`config.mk`:
```
export PLATFORM = sky130hd
export DESIGN_NAME = uscr_ctrl
export DESIGN_NICKNAME = d
export VERILOG_FILES = /design/src/rtl/uscr_pkg.sv /design/src/rtl/uscr_ctrl.sv
export SDC_FILE = /design/constraint.sdc
export NUM_CORES = 1
export LEC_CHECK = 0
export ABC_CLOCK_PERIOD_IN_PS = 2450
export BUFFER_PORTS_ARGS = -buffer_cell sky130_fd_sc_hd__buf_2
export CAP_MARGIN = 0
export CORE_MARGIN = 4
export CORE_UTILIZATION = 44
export CTS_CLUSTER_SIZE = 20
export DETAILED_ROUTE_END_ITERATION = 6
export GPL_TIMING_DRIVEN = 0
export HOLD_SLACK_MARGIN = 0.06
export MAX_ROUTING_LAYER = met4
export PLACE_DENSITY = 0.78
export SLEW_MARGIN = 20
export SYNTH_ARGS = -nofsm -noshare
export SYNTH_HDL_FRONTEND = slang
export SYNTH_SLANG_ARGS = --single-unit
```
`constraint.sdc`:
```
create_clock -name i_mclk -period 2.45 [get_ports i_mclk]
set_input_delay 0.245 -clock i_mclk [delete_from_list [all_inputs] [get_ports i_mclk]]
set_output_delay 0.245 -clock i_mclk [all_outputs]
set_load 0.01 [all_outputs]
```
`src/rtl/uscr_pkg.sv`:
```
package uscr_pkg;
	// Special function register address and reset value of the register.
	localparam logic [7:0] SCS_ADDR = 8'h98;
	localparam logic [7:0] SCS_RESET = 8'h00;
	// Bit positions inside the control and status register.
	localparam int BIT_SEL0_FE = 7;
	localparam int BIT_SEL1 = 6;
	localparam int BIT_MP_EN = 5;
	localparam int BIT_RX_EN = 4;
	localparam int BIT_TX_NINTH = 3;
	localparam int BIT_RX_NINTH = 2;
	localparam int BIT_TX_FLAG = 1;
	localparam int BIT_RX_FLAG = 0;
	// Bit address span covered by the register, one bit per address.
	localparam logic [4:0] SCS_BIT_BASE = 5'h13;
	// Mode code values formed as {mode_select_bit0, mode_select_bit1}.
	localparam logic [1:0] MODE_CODE_SHIFT = 2'h0;
	localparam logic [1:0] MODE_CODE_UART8 = 2'h1;
	localparam logic [1:0] MODE_CODE_UART9_FIXED = 2'h2;
	localparam logic [1:0] MODE_CODE_UART9_VAR = 2'h3;
	// Decoded operating mode, one-hot.
	typedef enum logic [3:0] {
		USCR_MODE_SHIFT = 4'h1,
		USCR_MODE_UART8 = 4'h2,
		USCR_MODE_UART9_FIXED = 4'h4,
		USCR_MODE_UART9_VAR = 4'h8
	} uscr_mode_e;
endpackage

```
`src/rtl/uscr_ctrl.sv`:
```
// What this block does
// RL1: One 8-bit control and status register.
// RL2: Bit 7 shows error flag when selector set.
// RL3: Missing stop bit sets framing error flag.
// RL4: Framing error stays set until software clears.
// RL5: Mode comes from the two mode bits.
// RL6: Decode modes shift, uart8, uart9 fixed, variable.
// RL7: Multiprocessor enable suppresses receive flag when unaddressed.
// RL8: Bit 7 writes reach only selected bit.
module uscr_ctrl (
	// Clock and reset.
	input wire logic i_mclk,
	input wire logic i_reset,
	// Special function register byte access.
	input wire logic [7:0] i_sfr_addr,
	input wire logic i_sfr_wr,
	input wire logic [7:0] i_sfr_wdata,
	output logic [7:0] o_sfr_rdata,
	// Special function register bit access.
	input wire logic i_bit_wr,
	input wire logic [7:0] i_bit_addr,
	input wire logic i_bit_val,
	// Framing error selector from the power control register.
	input wire logic i_framing_error_selector,
	// Events from the serial engine.
	input wire logic i_tx_done,
	input wire logic i_rx_done,
	input wire logic i_rx_stop_bit,
	input wire logic i_rx_ninth_bit,
	// Control and status towards the serial engine.
	output logic [3:0] o_mode,
	output logic o_multiprocessor_enable,
	output logic o_receive_enable,
	output logic o_transmit_ninth_bit,
	output logic o_received_ninth_bit,
	output logic o_transmit_interrupt_flag,
	output logic o_receive_interrupt_flag,
	output logic o_framing_error_flag
);
	// Write strobes that land on this register.
	logic byte_hit;
	logic bit_base_hit;
	logic [7:0] bit_hit;
	logic sw_touch;

	// Register state: control bits, sticky error flag, read view and mode.
	logic [7:0] ctl_r, ctl_nxt;
	logic fe_r, fe_nxt;
	logic [7:0] rdata_r, rdata_nxt;
	uscr_pkg::uscr_mode_e mode_r, mode_nxt;

	// Qualification of a finished receive frame.
	logic nine_bit_mode;
	logic eight_bit_mode;
	logic rx_accept;
	logic fe_event;

	// A byte write hits only at the register's own address.
	assign byte_hit = i_sfr_wr && (i_sfr_addr == uscr_pkg::SCS_ADDR);

	// A bit write hits when the upper address bits name this register.
	assign bit_base_hit = i_bit_wr &&
		(i_bit_addr[7:3] == uscr_pkg::SCS_BIT_BASE);

	// One strobe per bit position, picked by the low address bits.
	for (genvar k = 0; k < 8; k++) begin : g_bit_hit
		assign bit_hit[k] = bit_base_hit && (i_bit_addr[2:0] == 3'(k));
	end

	// Any software access that may change a bit of the register.
	assign sw_touch = byte_hit || bit_base_hit;

	// Frame qualification works on the stored mode bits, not the error flag.
	// The multiprocessor filter only blocks the receive flag and bit nine; the error
	// flag is still raised so that software learns of a broken frame.
	always_comb begin
		nine_bit_mode = ctl_r[uscr_pkg::BIT_SEL0_FE];
		eight_bit_mode = !ctl_r[uscr_pkg::BIT_SEL0_FE] &&
			ctl_r[uscr_pkg::BIT_SEL1];
		rx_accept = i_rx_done;
		// An unaddressed frame in a nine bit mode is dropped. [RL7]
		if (ctl_r[uscr_pkg::BIT_MP_EN] && nine_bit_mode &&
			!i_rx_ninth_bit) begin
			rx_accept = 1'b0;
		end
		// An eight bit frame without stop bit is dropped. [RL7]
		if (ctl_r[uscr_pkg::BIT_MP_EN] && eight_bit_mode &&
			!i_rx_stop_bit) begin
			rx_accept = 1'b0;
		end
		// A missing stop bit marks a framing error. [RL3]
		fe_event = i_rx_done && !i_rx_stop_bit;
	end

	// Next register contents. Software writes are applied first and the
	// hardware events afterwards, so an event in the same cycle as a
	// software clear wins and is never lost.
	always_comb begin
		ctl_nxt = ctl_r;
		fe_nxt = fe_r;
		// Byte write: bit 7 reaches only the bit that is visible. [RL8]
		if (byte_hit) begin
			ctl_nxt[6:0] = i_sfr_wdata[6:0];
			if (i_framing_error_selector) begin
				fe_nxt = i_sfr_wdata[uscr_pkg::BIT_SEL0_FE];
			end else begin
				ctl_nxt[7] = i_sfr_wdata[uscr_pkg::BIT_SEL0_FE];
			end
		end
		// Bit writes to the lower seven positions, merged in one step.
		ctl_nxt[6:0] = (ctl_nxt[6:0] & ~bit_hit[6:0]) |
			(bit_hit[6:0] & {7{i_bit_val}});
		// Bit write to position 7 follows the selector as well. [RL8]
		if (bit_hit[7]) begin
			if (i_framing_error_selector) begin
				fe_nxt = i_bit_val;
			end else begin
				ctl_nxt[7] = i_bit_val;
			end
		end
		// Transmit done raises the transmit flag. [RL1]
		if (i_tx_done) begin
			ctl_nxt[uscr_pkg::BIT_TX_FLAG] = 1'b1;
		end
		// An accepted frame raises the receive flag and stores bit nine in a nine bit mode, or the stop bit in eight bit mode.
		if (rx_accept) begin
			ctl_nxt[uscr_pkg::BIT_RX_FLAG] = 1'b1;
			if (nine_bit_mode) begin
				ctl_nxt[uscr_pkg::BIT_RX_NINTH] = i_rx_ninth_bit;
			end else if (eight_bit_mode) begin
				ctl_nxt[uscr_pkg::BIT_RX_NINTH] = i_rx_stop_bit;
			end
		end
		// The error flag is sticky: only software or reset clears it. [RL3] [RL4]
		if (fe_event) begin
			fe_nxt = 1'b1;
		end
		// Synchronous reset returns every bit to its reset value.
		if (i_reset) begin
			ctl_nxt = uscr_pkg::SCS_RESET;
			fe_nxt = 1'b0;
		end
	end

	// Read view: position 7 shows the error flag or mode bit 0. [RL1] [RL2]
	// The view is taken from the next values so that a read sees a write
	// in the same cycle as the register takes it, with no extra cycle.
	always_comb begin
		rdata_nxt = ctl_nxt;
		if (i_framing_error_selector) begin
			rdata_nxt[uscr_pkg::BIT_SEL0_FE] = fe_nxt;
		end
		if (i_reset) begin
			rdata_nxt = uscr_pkg::SCS_RESET;
		end
	end

	// Mode decode from the two mode bits, one-hot. [RL5] [RL6]
	always_comb begin
		case ({ctl_nxt[uscr_pkg::BIT_SEL0_FE], ctl_nxt[uscr_pkg::BIT_SEL1]})
			uscr_pkg::MODE_CODE_SHIFT: mode_nxt = uscr_pkg::USCR_MODE_SHIFT;
			uscr_pkg::MODE_CODE_UART8: mode_nxt = uscr_pkg::USCR_MODE_UART8;
			uscr_pkg::MODE_CODE_UART9_FIXED: begin
				mode_nxt = uscr_pkg::USCR_MODE_UART9_FIXED;
			end
			uscr_pkg::MODE_CODE_UART9_VAR: begin
				mode_nxt = uscr_pkg::USCR_MODE_UART9_VAR;
			end
			default: mode_nxt = uscr_pkg::USCR_MODE_SHIFT;
		endcase
	end

	// State registers; reset is already folded into the next values.
	always_ff @(posedge i_mclk) begin
		ctl_r <= ctl_nxt;
		fe_r <= fe_nxt;
		rdata_r <= rdata_nxt;
		mode_r <= mode_nxt;
	end

	// Every output comes straight from a register.
	assign o_sfr_rdata = rdata_r;
	assign o_mode = mode_r;
	assign o_multiprocessor_enable = ctl_r[uscr_pkg::BIT_MP_EN];
	assign o_receive_enable = ctl_r[uscr_pkg::BIT_RX_EN];
	assign o_transmit_ninth_bit = ctl_r[uscr_pkg::BIT_TX_NINTH];
	assign o_received_ninth_bit = ctl_r[uscr_pkg::BIT_RX_NINTH];
	assign o_transmit_interrupt_flag = ctl_r[uscr_pkg::BIT_TX_FLAG];
	assign o_receive_interrupt_flag = ctl_r[uscr_pkg::BIT_RX_FLAG];
	assign o_framing_error_flag = fe_r;
endmodule // uscr_ctrl

```
==> metrics.md <==
| Metric | Value |
|---|---|
| Outcome | `finished clean` |
| Max_slew headroom | `0.477` |
| Layout cells sized above 1 | `0.363` |
| Critical Path Sink | `o_sfr_rdata[7]` |
| Worst path required time | `roughly 2700 ps` |
| Routability congestion estimate | `between 0.7 and 0.8` |
| Port-buffer cells | `approximately 50` |
| Synth Flop Type | `dfxtp_1` |
| # IOs | `53` |
| VDD IR max | `about 0.28 mV` |
| Final worst slack | `~650 ps` |
| Ys Warns | `0` |
| Grt total ovfl | `0` |
| Period Utilization, post-route | `0.735` |
| Max Fanout on Critical Path | `5` |
| Worst EP arrival | `a little over 2000 ps` |
| Min Tclk post-route | `between 1500 and 2000 ps` |
| Hold buffer count at CTS | `0` |
| Critical path launch point type | `input pin` |
| Vias in the first global route | `~1.1k` |
| First-pass iteration count of the detailed router | `4` |
| Initial Util | `0.463` |
| Core area | `between 2000 and 2500 um2` |
| Clock latency on the worst-skew pair | `~300 ps` |
| Total CTS buffers | `3` |
| Area Growth Syn to Fin | `29.7%` |
| Setup violators final | `0` |
| Detailed Route WL | `about 2700 um` |
| Initial antenna violation count | `0` |
| Clock slew at reported path FFs | `~110 ps` |
| Syn nets | `around 150` |
| Crit Path Class | `input pin to flop` |
| Placed cells | `roughly 190` |
| Number of flops mapped to enable cells by yosys | `0` |
| Setup TNS Final | `0 ps` |
| DIE AREA | `approximately 3200 um2` |
| Cell variety after synth | `43` |
| Layout Skew | `around 6.4 ps` |
| Avg Inst Size Synth | `~9 um2` |
| Post-DR wirelength/cell | `between 10 and 15 um` |
| Final antenna diode count | `0` |
| Pleak | `roughly 0.6 nW` |
| Post-CTS resize count | `0` |
| Worst setup path start | `i_sfr_addr[1]` |
| Seq/Total Area, Yosys | `0.407` |
| FF-to-FF path depth | `4` |
| Max clock buf depth | `2` |
| Ranking of synthesized cells by area | `dfxtp_1 41%, nand2_1 6.5%, a311oi_1 4.2%, a31oi_1 4.2%, a2111oi_4 2.7%` |
| R2r startpoint | `ctl_r[7]` |
| Root Driver | `clkbuf_4` |
| Worst-margin pin slew | `778 ps` |
| Reg-to-Reg End | `o_sfr_rdata[2]` |
| Unrepaired setup endpoints after global routing | `no` |
| Area of the multi-input gates | `around 580 um2` |
| Seq cells post-synth | `21` |
| Post-route ant nets | `0` |
| Ys async rst share | `0` |
| Crit. End Element | `flop` |
| F_max | `556 MHz` |
| Pin count of the biggest net entering global routing | `12` |
| Mapped Area | `1030 um2` |
| DP HPWL | `about 2200 um` |
| Die Wd | `roughly 56 um` |
| Setup slack, reg-to-reg | `1140 ps` |
| Clock sink count | `21` |
| Die height | `56.5 um` |
| CTS tree | `done` |
| Max H-tree Level | `1` |
| Final max-slew violation count | `0` |
| First-pass GRT wire length | `around 4600 um` |
| Max Cap Viol | `0` |
| Synth Instances | `approximately 120` |
| Yosys top cell area share | `0.407` |
| Fin cells | `just under 200` |
| Vias/cell | `~5.5` |
| Tightest Hold Check Type | `input pin to flop` |
| Sequential Area | `about 420 um2` |
| Gr usage total | `0.185` |
| Area leader, netlist | `dfxtp_1` |
| Post-Place Setup Slack | `around 330 ps` |
| Nets | `about 200` |
| Iteration-0 DRC Markers | `33` |
| Vias after detailed routing | `1080` |
| Residual DRC | `0` |
| Power Density | `446 nW/um2` |
| Setup Buffers After CTS | `0` |
| Final hold vios | `0` |
| # fillers | `between 200 and 250` |
| Rows | `17` |
| Tot Pwr | `0.000597 W` |
cells in the mapped netlist, types with 2 or more instances:
master and number:
dfxtp_1 21, nand2_1 18, a31oi_1 7, nor2_1 6, a311oi_1 5, nand3_1 5
a21oi_1 3, clkbuf_1 3, inv_1 3, nor3_1 3, a22o_1 2, and2_1 2
and3_1 2, mux2i_1 2, nand2b_1 2, nor2b_1 2, nor4_1 2, or3_1 2
critical path: stages:
cell	delay, ps
buf_2	100
or4b_4	560
nor4_1	590
a2111oi_4	80
a311oi_1	310
o21a_1	170
cell usage in the layout (no fill, tap or decap), types with 2 or more instances in the layout:
master	count
a31oi_1	7
dfxtp_1	21
nand3_1	5
and2_1	2
a22o_1	2
a311oi_1	5
and3_1	2
inv_1	3
a21oi_1	3
or3_1	2
nor2b_1	2
clkbuf_1	4
nor4_1	2
buf_2	49
nand2_1	18
mux2i_1	2
clkbuf_4	3
nor3_1	3
nor2_1	6
nand2b_1	2
layout make-up:
cell class              instances  area share
clock buffers                   4      0.0196
multi-input cells              86       0.430
plain buffers                   5      0.0196
well taps                      28      0.0261
inverters                       3     0.00840
repair buffers                 49       0.183
flip-flops and latches         21       0.314
where the power goes:
| part | internal [W] | switching (W) |
|---|---|---|
| clock network | 0.0000634 | 0.0000995 |
| registers | 0.000349 | 0.00000356 |
| logic | 0.0000387 | 0.0000435 |
| total | 0.000451 | 0.000146 |
metal layers:
| layer | vias up | wire (um) | global-route usage |
|---|---|---|---|
| met3 | 2 | 153 | 0.0437 |
| met2 | 32 | 1380 | 0.317 |
| met4 | 0 | 21 | 0.0847 |
| li1 | 542 | - | - |
| met5 | - | 0 | - |
| met1 | 504 | 1160 | 0.201 |
worst min-delay path by stage:
| stage | from | to | slack, ps | depth (start not counted) |
|---|---|---|---|---|
| 3_3_place_gp | ctl_r[1] | o_sfr_rdata[1] | 480 | 2 |
| 4_1_cts | i_sfr_wdata[1] | o_sfr_rdata[1] | 200 | 3 |
| 6_report | i_sfr_wdata[1] | o_sfr_rdata[1] | 210 | 3 |
| 2_1_floorplan | i_sfr_wdata[1] | ctl_r[1] | 410 | 2 |
| 5_1_grt | i_sfr_wdata[1] | ctl_r[1] | 200 | 3 |
| 3_5_place_dp | ctl_r[1] | o_sfr_rdata[1] | 500 | 2 |
flip-flops by register name (all words and copies together) (netlist names):
name	cells
o_mode	4
o_sfr_rdata	8
o_framing_error_flag	1
ctl_r	8
stage by stage:
stage               hold slack, ps  utilization  cell area (um2)
finish                         212        0.600             1340
global route                   198        0.600             1340
CTS                            201        0.600             1340
detailed placement             496        0.588             1310
global placement               476        0.588             1310
floorplan                      410            -             1030
kinds of logic after synthesis:
| logic type | after synthesis | synth area share |
|---|---|---|
| buffers and inverters | 8 | 0.0363 |
| AND/OR/NAND/NOR | 54 | 0.289 |
| flip-flops | 21 | 0.407 |
| AO/OA/AOI/OAI | 28 | 0.223 |
| multiplexers | 4 | 0.0448 |
(Power assumes the default switching activity.)
